$ cat src/design/sld_map.svh
`ifndef SLD_MAP_SVH
`define SLD_MAP_SVH
// ------------------------------------------------------------
// Register offsets (byte addresses in configuration space)
// ------------------------------------------------------------
`define SLD_OFF_SLOT 8'h00_C8
`define SLD_OFF_LTC0 8'h00_CC
`define SLD_OFF_LTC1 8'h00_D0
`define SLD_OFF_LTC2 8'h00_D4
`define SLD_OFF_VPD 8'h00_D8
// ------------------------------------------------------------
// Field positions and constant values
// ------------------------------------------------------------
`define SLD_VPD_CAP_ID 8'h00_03
`define SLD_VPD_NEXT_PTR 8'h00_F0
`define SLD_VPD_ADDR_LSB 18
`define SLD_VPD_FLAG_BIT 31
`define SLD_VPD_EEP_BASE 8'h00_40
// ------------------------------------------------------------
// Reset values
// ------------------------------------------------------------
`define SLD_RST_LANE_RETRY 3'h3
`define SLD_RST_TS1_COUNT 5'h1_0
`define SLD_RST_L1_ENTRY 16'h0400
`define SLD_RST_CDR_TIME 8'h00_54
`define SLD_RST_L0S_EXIT 7'h0_02
`define SLD_RST_L1_EXIT 7'h0_19
`define SLD_RST_DEBOUNCE 8'h00_00
// ------------------------------------------------------------
// Timing
// ------------------------------------------------------------
`define SLD_CLK_PERIOD_NS 40
`define SLD_DEBOUNCE_UNIT_MS 1
`define SLD_NS_PER_MS 1000000
`endif

$ cat src/design/sld_pkg.sv
package sld_pkg;
   // Product-data cycle engine states
   typedef enum logic [0:0] {
      SLD_IDLE = 1'b0,
      SLD_BUSY = 1'b1
   } sld_vpd_state_t;
endpackage : sld_pkg

$ cat src/design/sld_vpd_if.sv
// Request and status between register bank and cycle engine
interface sld_vpd_if;
   logic start;
   logic opWrite;
   logic [5:0] wordAddr;
   logic flag;
   logic busy;
   modport regs (output start, output opWrite, output wordAddr,
                 input flag, input busy);
   modport seq (input start, input opWrite, input wordAddr,
                output flag, output busy);
endinterface : sld_vpd_if

$ cat src/design/sld_regs.sv
// Behaviour
// - Writing 0 to the product-data flag starts an EEPROM read; flag 0 until done, then 1.
// - Writing 1 to the product-data flag starts an EEPROM write; flag 1 until done, then 0.
// - The EEPROM word address is the six-bit field at bits 23:18.
// - The eight-bit debounce field selects (value+1) ms and resets to zero.
// - The debounce field takes writes only while hot swap is enabled.
// - The product-data capability identifier reads 03h in the lowest byte.
// - The next-capability pointer reads F0h in bits 15:8.
// - The clock-recovery time counts fast training sets and resets to 54h.
// - Slot control holds six event enables, two indicator controls and a power bit, reset 0.
// - Lane retry count resets to 3h, TS1 count to 10h, low-power entry timer to 0400h.
// - Bits 0 to 4 of link config 0 are enables resetting to zero.
// - L0s exit latency resets to 2h and L1 exit latency to 19h, seven bits each.
// - Read bytes land in the low byte of the data register; EEPROM address is offset 40h.
`include "sld_map.svh"
module sld_regs #(
   parameter int MsCycles = `SLD_NS_PER_MS * `SLD_DEBOUNCE_UNIT_MS
                            / `SLD_CLK_PERIOD_NS
) (
   input wire logic clk,              // core clock, 25 MHz
   input wire logic rst,              // async reset, active high
   input wire logic cfgReq,           // config access, pulse
   input wire logic cfgWrite,         // 1 = write, 0 = read
   input wire logic [7:0] cfgAddr,    // byte address, dword aligned
   input wire logic [3:0] cfgBe,      // byte enables
   input wire logic [31:0] cfgWdata,  // write data
   output logic [31:0] cfgRdata,      // read data
   output logic cfgAck,               // access done, pulse
   input wire logic hotSwapPin,       // hot swap enable strap/pin
   input wire logic [6:0] slotEvents, // slot status bits 22:16
   output logic [15:0] slotCtrl,      // slot control word
   output logic [4:0] linkEnables,    // link training enables
   output logic [2:0] laneRetry,      // lane negotiation retries
   output logic [4:0] ts1Count,       // TS1 ordered-set count
   output logic [15:0] l1EntryTimer,  // low-power entry timer
   output logic [9:0] l0sLifetime,    // L0s lifetime timer
   output logic [15:0] l1Lifetime,    // L1 lifetime timer
   output logic [7:0] cdrTime,        // clock recovery, in FTS sets
   output logic [6:0] l0sExitLat,     // L0s to L0 exit latency
   output logic [6:0] l1ExitLat,      // L1 to L0 exit latency
   output logic debounceTick,         // end of debounce interval
   output logic eepReq,               // EEPROM cycle request
   output logic eepWrite,             // EEPROM cycle is a write
   output logic [7:0] eepAddr,        // EEPROM byte address
   input wire logic eepDone,          // EEPROM cycle finished
   input wire logic [7:0] eepRdData,  // EEPROM read byte
   output logic [7:0] vpdRdByte,      // byte for data register
   output logic vpdRdValid            // vpdRdByte updated
);
   // ------------------------------------------------------------
   // Declarations
   // ------------------------------------------------------------
   localparam logic [14:0] MsLast = 15'(MsCycles - 1);

   logic wrStb;
   logic rdStb;
   logic hotSwapEn;
   logic [10:0] slotCtrl_q;
   logic [4:0] linkEn_q;
   logic [2:0] laneRetry_q;
   logic [4:0] ts1Count_q;
   logic [15:0] l1Entry_q;
   logic [9:0] l0sLife_q;
   logic [15:0] l1Life_q;
   logic [7:0] cdr_q;
   logic [6:0] l0sExit_q;
   logic [6:0] l1Exit_q;
   logic [7:0] debounce_q;
   logic [5:0] vpdAddr_q;
   logic [31:0] rdMux;
   logic [14:0] msCnt_q;
   logic [7:0] msElapsed_q;

   sld_vpd_if vpd ();

   assign wrStb = cfgReq & cfgWrite;
   assign rdStb = cfgReq & ~cfgWrite;

   // ------------------------------------------------------------
   // Hot swap enable from its pin
   // ------------------------------------------------------------
   sld_sync3 u_hsSync (
      .clk(clk),
      .rst(rst),
      .asyncIn(hotSwapPin),
      .syncOut(hotSwapEn)
   );

   // ------------------------------------------------------------
   // Slot control
   // ------------------------------------------------------------
   // slot control fields
   always_ff @(posedge clk or posedge rst) begin
      if (rst) begin
         slotCtrl_q <= 11'h000;
      end else if (wrStb && cfgAddr[7:2] == `SLD_OFF_SLOT >> 2) begin
         if (cfgBe[0]) begin
            slotCtrl_q[7:0] <= cfgWdata[7:0];
         end
         if (cfgBe[1]) begin
            slotCtrl_q[10:8] <= cfgWdata[10:8];
         end
      end
   end

   assign slotCtrl = {5'h00, slotCtrl_q};

   // ------------------------------------------------------------
   // Link training configuration 0
   // ------------------------------------------------------------
   // enables in bits 0 to 4
   always_ff @(posedge clk or posedge rst) begin
      if (rst) begin
         linkEn_q <= 5'h00;
         laneRetry_q <= `SLD_RST_LANE_RETRY;
         ts1Count_q <= `SLD_RST_TS1_COUNT;
         l1Entry_q <= `SLD_RST_L1_ENTRY;
      end else if (wrStb && cfgAddr[7:2] == `SLD_OFF_LTC0 >> 2) begin
         if (cfgBe[0]) begin
            linkEn_q <= cfgWdata[4:0];
            laneRetry_q <= cfgWdata[7:5];
         end
         if (cfgBe[1]) begin
            ts1Count_q <= cfgWdata[12:8];
         end
         if (cfgBe[2]) begin
            l1Entry_q[7:0] <= cfgWdata[23:16];
         end
         if (cfgBe[3]) begin
            l1Entry_q[15:8] <= cfgWdata[31:24];
         end
      end
   end

   // ------------------------------------------------------------
   // Link training configuration 1
   // ------------------------------------------------------------
   // Lifetime timers for the low-power states
   always_ff @(posedge clk or posedge rst) begin
      if (rst) begin
         l0sLife_q <= 10'h000;
         l1Life_q <= 16'h0000;
      end else if (wrStb && cfgAddr[7:2] == `SLD_OFF_LTC1 >> 2) begin
         if (cfgBe[0]) begin
            l0sLife_q[7:0] <= cfgWdata[7:0];
         end
         if (cfgBe[1]) begin
            l0sLife_q[9:8] <= cfgWdata[9:8];
         end
         if (cfgBe[2]) begin
            l1Life_q[7:0] <= cfgWdata[23:16];
         end
         if (cfgBe[3]) begin
            l1Life_q[15:8] <= cfgWdata[31:24];
         end
      end
   end

   // ------------------------------------------------------------
   // Link training configuration 2
   // ------------------------------------------------------------
   // clock recovery time
   always_ff @(posedge clk or posedge rst) begin
      if (rst) begin
         cdr_q <= `SLD_RST_CDR_TIME;
         l0sExit_q <= `SLD_RST_L0S_EXIT;
         l1Exit_q <= `SLD_RST_L1_EXIT;
      end else if (wrStb && cfgAddr[7:2] == `SLD_OFF_LTC2 >> 2) begin
         if (cfgBe[0]) begin
            cdr_q <= cfgWdata[7:0];
         end
         if (cfgBe[1]) begin
            l0sExit_q <= cfgWdata[14:8];
         end
         if (cfgBe[2]) begin
            l1Exit_q <= cfgWdata[22:16];
         end
      end
   end

   // ------------------------------------------------------------
   // Hot swap debounce setting
   // ------------------------------------------------------------
   // writable only with hot swap on
   always_ff @(posedge clk or posedge rst) begin
      if (rst) begin
         debounce_q <= `SLD_RST_DEBOUNCE;
      end else if (wrStb && cfgAddr[7:2] == `SLD_OFF_LTC2 >> 2
                   && cfgBe[3] && hotSwapEn) begin
         debounce_q <= cfgWdata[31:24];
      end
   end

   // Millisecond prescaler; free running so intervals stay aligned
   always_ff @(posedge clk or posedge rst) begin
      if (rst) begin
         msCnt_q <= 15'h0000;
      end else if (msCnt_q == MsLast) begin
         msCnt_q <= 15'h0000;
      end else begin
         msCnt_q <= msCnt_q + 15'h0001;
      end
   end

   // interval of value plus one ms
   always_ff @(posedge clk or posedge rst) begin
      if (rst) begin
         msElapsed_q <= 8'h00;
         debounceTick <= 1'b0;
      end else begin
         debounceTick <= 1'b0;
         if (msCnt_q == MsLast) begin
            if (msElapsed_q >= debounce_q) begin
               msElapsed_q <= 8'h00;
               debounceTick <= 1'b1;
            end else begin
               msElapsed_q <= msElapsed_q + 8'h01;
            end
         end
      end
   end

   // ------------------------------------------------------------
   // Product-data capability
   // ------------------------------------------------------------
   // six-bit word address at 23:18; frozen while a cycle runs
   always_ff @(posedge clk or posedge rst) begin
      if (rst) begin
         vpdAddr_q <= 6'h00;
      end else if (wrStb && cfgAddr[7:2] == `SLD_OFF_VPD >> 2
                   && cfgBe[2] && !vpd.busy) begin
         vpdAddr_q <= cfgWdata[23:`SLD_VPD_ADDR_LSB];
      end
   end

   // write of the flag starts a cycle
   // a start while busy is dropped
   assign vpd.start = wrStb && cfgAddr[7:2] == `SLD_OFF_VPD >> 2
                      && cfgBe[3] && !vpd.busy;
   assign vpd.opWrite = cfgWdata[`SLD_VPD_FLAG_BIT];
   // A fresh address in the same write wins over the stored one
   assign vpd.wordAddr = cfgBe[2] ? cfgWdata[23:`SLD_VPD_ADDR_LSB]
                                  : vpdAddr_q;

   sld_vpd_seq u_seq (
      .clk(clk),
      .rst(rst),
      .vpd(vpd),
      .eepReq(eepReq),
      .eepWrite(eepWrite),
      .eepAddr(eepAddr),
      .eepDone(eepDone),
      .eepRdData(eepRdData),
      .rdByte(vpdRdByte),
      .rdValid(vpdRdValid)
   );

   // ------------------------------------------------------------
   // Read path
   // ------------------------------------------------------------
   // reserved and unmapped read zero
   always_comb begin
      rdMux = 32'h0000_0000;
      unique case (cfgAddr[7:2])
         `SLD_OFF_SLOT >> 2: rdMux = {9'h000, slotEvents, 5'h00,
                                      slotCtrl_q};
         `SLD_OFF_LTC0 >> 2: rdMux = {l1Entry_q, 3'h0, ts1Count_q,
                                      laneRetry_q, linkEn_q};
         `SLD_OFF_LTC1 >> 2: rdMux = {l1Life_q, 6'h00, l0sLife_q};
         `SLD_OFF_LTC2 >> 2: rdMux = {debounce_q, 1'b0, l1Exit_q,
                                      1'b0, l0sExit_q, cdr_q};
         `SLD_OFF_VPD >> 2: rdMux = {vpd.flag, 7'h00, vpdAddr_q, 2'h0,
                                     `SLD_VPD_NEXT_PTR, `SLD_VPD_CAP_ID};
         default: rdMux = 32'h0000_0000;
      endcase
   end

   // Answer every access one cycle later; unmapped writes are dropped
   always_ff @(posedge clk or posedge rst) begin
      if (rst) begin
         cfgRdata <= 32'h0000_0000;
         cfgAck <= 1'b0;
      end else begin
         cfgAck <= cfgReq;
         if (rdStb) begin
            cfgRdata <= rdMux;
         end
      end
   end

   // ------------------------------------------------------------
   // Outputs to the link and slot logic
   // ------------------------------------------------------------
   assign linkEnables = linkEn_q;
   assign laneRetry = laneRetry_q;
   assign ts1Count = ts1Count_q;
   assign l1EntryTimer = l1Entry_q;
   assign l0sLifetime = l0sLife_q;
   assign l1Lifetime = l1Life_q;
   assign cdrTime = cdr_q;
   assign l0sExitLat = l0sExit_q;
   assign l1ExitLat = l1Exit_q;
endmodule : sld_regs

$ cat src/design/sld_sync3.sv
module sld_sync3 (
   input wire logic clk,       // core clock
   input wire logic rst,       // async reset, active high
   input wire logic asyncIn,   // level from a pin
   output logic syncOut        // filtered level
);
   logic s1_q;
   logic s2_q;
   logic s3_q;

   // Three-stage chain; only stages two and three are compared
   always_ff @(posedge clk or posedge rst) begin
      if (rst) begin
         s1_q <= 1'b0;
         s2_q <= 1'b0;
         s3_q <= 1'b0;
      end else begin
         s1_q <= asyncIn;
         s2_q <= s1_q;
         s3_q <= s2_q;
      end
   end

   // Accept a new level once two stages agree, rejecting a single glitch
   always_ff @(posedge clk or posedge rst) begin
      if (rst) begin
         syncOut <= 1'b0;
      end else if (s2_q == s3_q) begin
         syncOut <= s3_q;
      end
   end
endmodule : sld_sync3

$ cat src/design/sld_vpd_seq.sv
`include "sld_map.svh"
module sld_vpd_seq (
   input wire logic clk,            // core clock
   input wire logic rst,            // async reset, active high
   sld_vpd_if.seq vpd,              // request from register bank
   output logic eepReq,             // EEPROM cycle request, level
   output logic eepWrite,           // 1 = write cycle
   output logic [7:0] eepAddr,      // EEPROM byte address
   input wire logic eepDone,        // cycle finished, pulse
   input wire logic [7:0] eepRdData, // byte returned by a read
   output logic [7:0] rdByte,       // byte for the data register
   output logic rdValid             // rdByte updated, pulse
);
   sld_pkg::sld_vpd_state_t state_q;
   logic flag_q;

   assign vpd.flag = flag_q;
   assign vpd.busy = (state_q == sld_pkg::SLD_BUSY);
   assign eepReq = (state_q == sld_pkg::SLD_BUSY);

   // Cycle state; a start while busy is dropped, software must poll
   always_ff @(posedge clk or posedge rst) begin
      if (rst) begin
         state_q <= sld_pkg::SLD_IDLE;
      end else begin
         unique case (state_q)
            sld_pkg::SLD_IDLE: begin
               if (vpd.start) begin
                  state_q <= sld_pkg::SLD_BUSY;
               end
            end
            sld_pkg::SLD_BUSY: begin
               if (eepDone) begin
                  state_q <= sld_pkg::SLD_IDLE;
               end
            end
         endcase
      end
   end

   always_ff @(posedge clk or posedge rst) begin
      if (rst) begin
         flag_q <= 1'b0;
      end else if (state_q == sld_pkg::SLD_IDLE && vpd.start) begin
         flag_q <= vpd.opWrite;
      end else if (state_q == sld_pkg::SLD_BUSY && eepDone) begin
         flag_q <= ~flag_q;
      end
   end

   always_ff @(posedge clk or posedge rst) begin
      if (rst) begin
         eepAddr <= 8'h00_00;
         eepWrite <= 1'b0;
      end else if (state_q == sld_pkg::SLD_IDLE && vpd.start) begin
         eepAddr <= 8'({2'b00, vpd.wordAddr} + `SLD_VPD_EEP_BASE);
         eepWrite <= vpd.opWrite;
      end
   end

   always_ff @(posedge clk or posedge rst) begin
      if (rst) begin
         rdByte <= 8'h00_00;
         rdValid <= 1'b0;
      end else begin
         rdValid <= 1'b0;
         if (state_q == sld_pkg::SLD_BUSY && eepDone && !eepWrite) begin
            rdByte <= eepRdData;
            rdValid <= 1'b1;
         end
      end
   end
endmodule : sld_vpd_seq

$ cat config.mk
export PLATFORM = sky130hd
export DESIGN_NAME = sld_regs
export DESIGN_NICKNAME = d
export VERILOG_FILES = /design/src/design/sld_pkg.sv /design/src/design/sld_vpd_if.sv /design/src/design/sld_regs.sv /design/src/design/sld_sync3.sv /design/src/design/sld_vpd_seq.sv
export VERILOG_INCLUDE_DIRS = /design/src /design/src/design
export SDC_FILE = /design/constraint.sdc
export NUM_CORES = 1
export LEC_CHECK = 0
export ABC_AREA = 1
export ABC_CLOCK_PERIOD_IN_PS = 5300
export BUFFER_PORTS_ARGS = -buffer_cell sky130_fd_sc_hd__buf_4
export CAP_MARGIN = 0
export CELL_PAD_IN_SITES_DETAIL_PLACEMENT = 0
export CELL_PAD_IN_SITES_GLOBAL_PLACEMENT = 2
export CORE_ASPECT_RATIO = 1.2
export CORE_MARGIN = 2
export CORE_UTILIZATION = 29
export CTS_BUF_LIST = sky130_fd_sc_hd__clkbuf_8
export CTS_CLUSTER_DIAMETER = 80
export DETAILED_ROUTE_END_ITERATION = 7
export GPL_ROUTABILITY_DRIVEN = 0
export PLACE_DENSITY_LB_ADDON = 0.05
export REMOVE_ABC_BUFFERS = 1
export SLEW_MARGIN = 20
export SYNTH_ARGS = -nofsm -noshare
export SYNTH_HDL_FRONTEND = slang
export SYNTH_SLANG_ARGS = --single-unit
$ cat constraint.sdc
create_clock -name clk -period 5.3 [get_ports clk]
set_input_delay 0.795 -clock clk [delete_from_list [all_inputs] [get_ports clk]]
set_output_delay 0.795 -clock clk [all_outputs]
set_load 0.05 [all_outputs]
==> impl_metrics.csv <==
group,metric,value,unit
synth,synth_compound_gate_area_share,9.248,%
sta,timing.final.max_slew_violations,0,
routing,drt_first_pass_iters,5,
setup_path,critical-path-top-delay-family,"simple AND/OR/NAND/NOR gates",
die,floorplan.initialDensity,29.34,%
place,dpl_cell_area,10280,um2
min_path,worst_hold_path_class,"reg2reg",
clock_tree,postCtsSetupRepairBufs,0,
setup_path,path_buf_inv,2,
place,dp_hpwl,19.11,mm
global_route,first_global_vias,7265,
min_path,holdPathEnd,"u_hsSync.s2_q",
sta,timing.final.crit_share,45.70,%
cells_and_area,postLayoutCellArea,10690,um2
min_path,worst_hold_startpoint,"u_hsSync.s1_q",
global_route,overflow_left_after_global_routing,0,
setup_path,start_kind,"input pin",
global_route,grt.total_usage,18.60,%
clock_tree,cts_inserted_buffers,17,
clock_tree,cts-root-to-sink-buffers,2,
synth,count_of_unique_library_cells_instantiated_by_yosys,35,
outcome,status,"finished, final reports clean",
setup_path,setup_crit_end_kind,"register",
synth,syn-instance-count,1012,
cells_and_area,final_cell_mix,"354 x sky130_fd_sc_hd__nand2_1, 209 x sky130_fd_sc_hd__buf_4, 171 x sky130_fd_sc_hd__dfrtp_1, 114 x sky130_fd_sc_hd__o21ai_0, 94 x sky130_fd_sc_hd__inv_1",
setup_path,r2r.worst_path.cells,5,
power_and_ir_drop,leakage,5.512,nW
die,placementRows,68,
setup_path,worstPathArrival,2.78,ns
synth,yosysSeqAreaShare,54.46,%
die,die_width,159.3,um
power_and_ir_drop,fin_total_pwr,2.940,mW
sta,slew-limit-headroom,31.89,%
setup_path,cp_max_fo,18,
synth,ys_seq_elements,182,
power_and_ir_drop,ir_worst_vdd,124.1,uV
global_route,largest_net_degree_at_the_start_of_global_routing,95,
sta,timing_hold_violations_final,0,
synth,post_synth_mux_area_share,0,%
place,port-buffer-count,201,
synth,post_synth_edffs,0,
place,numPlacedInstances,1576,
global_route,antenna_violations_before_repair,1,
synth,post_synth_instance_area,8388,um2
sta,worstMarginPinSlew,1.019,ns
routing,initialDrtViolationCount,419,
setup_path,setup.reg_to_reg.worst_slack,3.55,ns
setup_path,worst-setup-path-type,"in2reg",
setup_path,critPathMaxStageDelay,0.76,ns
cells_and_area,final_cell_count_no_fill,1609,
sta,setup_viol,0,
routing,drt_drc_violations_left,0,
clock_tree,cts_hold_repair.buffers,0,
flow_run,timing.max_cap.violations,0,
synth,yosysWarnings,0,
synth,synth-main-ff-cell,"sky130_fd_sc_hd__dfrtp_1",
synth,synth-adder-area-share,1.611,%
clock_tree,cts_max_level,4,
min_path,hold_path_depth,0,
setup_path,critical-path-slowest-cell,"sky130_fd_sc_hd__clkinv_1",
clock_tree,worst_skew_pair.late_latency,0.47,ns
die,io_pins,211,
synth,yosys.area_share.xor_xnor,1.253,%
routing,detailroute.via_count,7187,
synth,synthesized_area_per_cell,8.289,um2
cells_and_area,leading_cell_type_in_the_layout_fill_and_taps_excluded,"sky130_fd_sc_hd__nand2_1",
sta,setup_total_negative_slack,0,ns
routing,wire_per_inst,17.24,um
clock_tree,numClockSinks,182,
setup_path,timing.critical_path.cells,"buf_4 > nand2_1 > nor2_4 > nand2_2 > clkinv_1 > nand2_1 > nand3_1 > nor2_1 > nor2_1",
global_route,wire_length_of_the_first_global_routing_pass,42.72,mm
clock_tree,clk_transition_reported_paths,0.09,ns
routing,routed_via_density,4.467,
die,die_y_extent,190.3,um
die,fp.dieArea,30310,um2
synth,asyncSetResetFlopFracSynth,100.0,%
cells_and_area,fillCellCount,3051,
clock_tree,tritoncts,"yes",
synth,dominant_combinational_cell_family_by_area_after_synthesis,"simple AND/OR/NAND/NOR gates",
cells_and_area,num-nets-final,1285,
clock_tree,root_buffer,"sky130_fd_sc_hd__clkbuf_8",
cells_and_area,synthesis_to_layout_area_growth,27.45,%
setup_path,critPathRequiredTime,5.66,ns
setup_path,critical_path.reg2reg.startpoint,"u_seq.eepReq",
routing,postRouteAntennaNets,0,
sta,fmaxAchievable,412.9,MHz
sta,fin_skew,0.01679,ns
sta,fin_crit,2.422,ns
routing,routed_wl,27.74,mm
cells_and_area,final_util,37.40,%
clock_tree,postCtsResizedCells,0,
power_and_ir_drop,p_per_area,275.1,nW/um2
sta,rsz0062_at_grt,"false",
cells_and_area,drive_gt1_share,22.89,%
synth,synth_simple_gate_area_share,26.86,%
die,area_inside_the_core_boundary,28590,um2
setup_path,worst_r2r_dst,"u_seq.rdByte[7]",
==> synth_stat cells (4+ instances only) <==
master	number	area, um2
sky130_fd_sc_hd__a21oi_1	6	30.03
sky130_fd_sc_hd__buf_2	13	65.06
sky130_fd_sc_hd__buf_4	7	52.55
sky130_fd_sc_hd__clkbuf_1	12	45.04
sky130_fd_sc_hd__dfrtp_1	171	4279
sky130_fd_sc_hd__dfstp_2	11	289.0
sky130_fd_sc_hd__ha_1	10	125.1
sky130_fd_sc_hd__inv_1	90	337.8
sky130_fd_sc_hd__nand2_1	354	1329
sky130_fd_sc_hd__nand2_2	7	43.79
sky130_fd_sc_hd__nand3_1	68	340.3
sky130_fd_sc_hd__nand4_1	21	131.4
sky130_fd_sc_hd__nor2_1	54	202.7
sky130_fd_sc_hd__nor2_4	4	45.04
sky130_fd_sc_hd__nor3_1	7	35.03
sky130_fd_sc_hd__o21ai_0	114	570.6
sky130_fd_sc_hd__o21ai_1	18	90.09
sky130_fd_sc_hd__o21ai_2	8	70.07
sky130_fd_sc_hd__xor2_1	12	105.1
==> layout make-up <==
cell class,count,area (um2),area share [%]
sequential,182,4568,42.73
multi-input combinational,705,3299,30.86
timing repair buffer,209,1569,14.68
tap,385,481.7,4.506
inverter,95,364.1,3.406
clock buffer,19,261.5,2.446
clock inverter,13,143.9,1.346
antenna,1,2.502,0.02341
==> where the power goes <==
group / switching (mW) / internal [mW]
clock: 0.518 / 0.484
sequential: 0.0433 / 1.45
combinational: 0.325 / 0.125
total: 0.886 / 2.05
==> cell families (layout without fill, tap and decap cells) <==
family | after synthesis | in the layout
other | 1 | 7
XOR/XNOR | 12 | 12
AND/OR/NAND/NOR | 528 | 528
buffers and inverters | 130 | 336
adder cells (fa/ha/maj) | 11 | 11
flip-flops | 182 | 182
AO/OA/AOI/OAI | 148 | 148
==> per-stage QoR <==
step	hold WS [ns]	setup slack [ns]
2_1_floorplan	0.3312	-0.4205
3_3_place_gp	0.3361	2.360
3_5_place_dp	0.3364	2.332
4_1_cts	0.3571	2.846
5_1_grt	0.3594	2.705
6_report	0.3545	2.878
==> metal layers <==
metal	vias up	global-route usage [%]	routed length, um
met5	-	0	0
met4	0	4.056	280
met3	18	4.741	1373
met2	134	32.61	14080
met1	3405	23.14	12010
li1	3630	-	-
==> registers in the layout (all words and copies together), names as in the netlist, 10 cells and up <==
name and count:
l1EntryTimer 16, l1Lifetime 16, l0sLifetime 10, slotCtrl_q 11, msCnt_q 15, cfgRdata 32
==> worst max-delay path by stage <==
stage | depth (start not counted) | startpoint | slack, ns | end
floorplan | 1 | rst | -0.42 | cdrTime[0]
global placement | 9 | cfgAddr[4] | 2.36 | cfgRdata[18]
detailed placement | 9 | cfgAddr[4] | 2.33 | cfgRdata[18]
CTS | 9 | cfgAddr[4] | 2.85 | cfgRdata[18]
global route | 9 | cfgAddr[4] | 2.70 | cfgRdata[21]
finish | 9 | cfgAddr[4] | 2.88 | cfgRdata[18]
(Power assumes the default switching activity.)
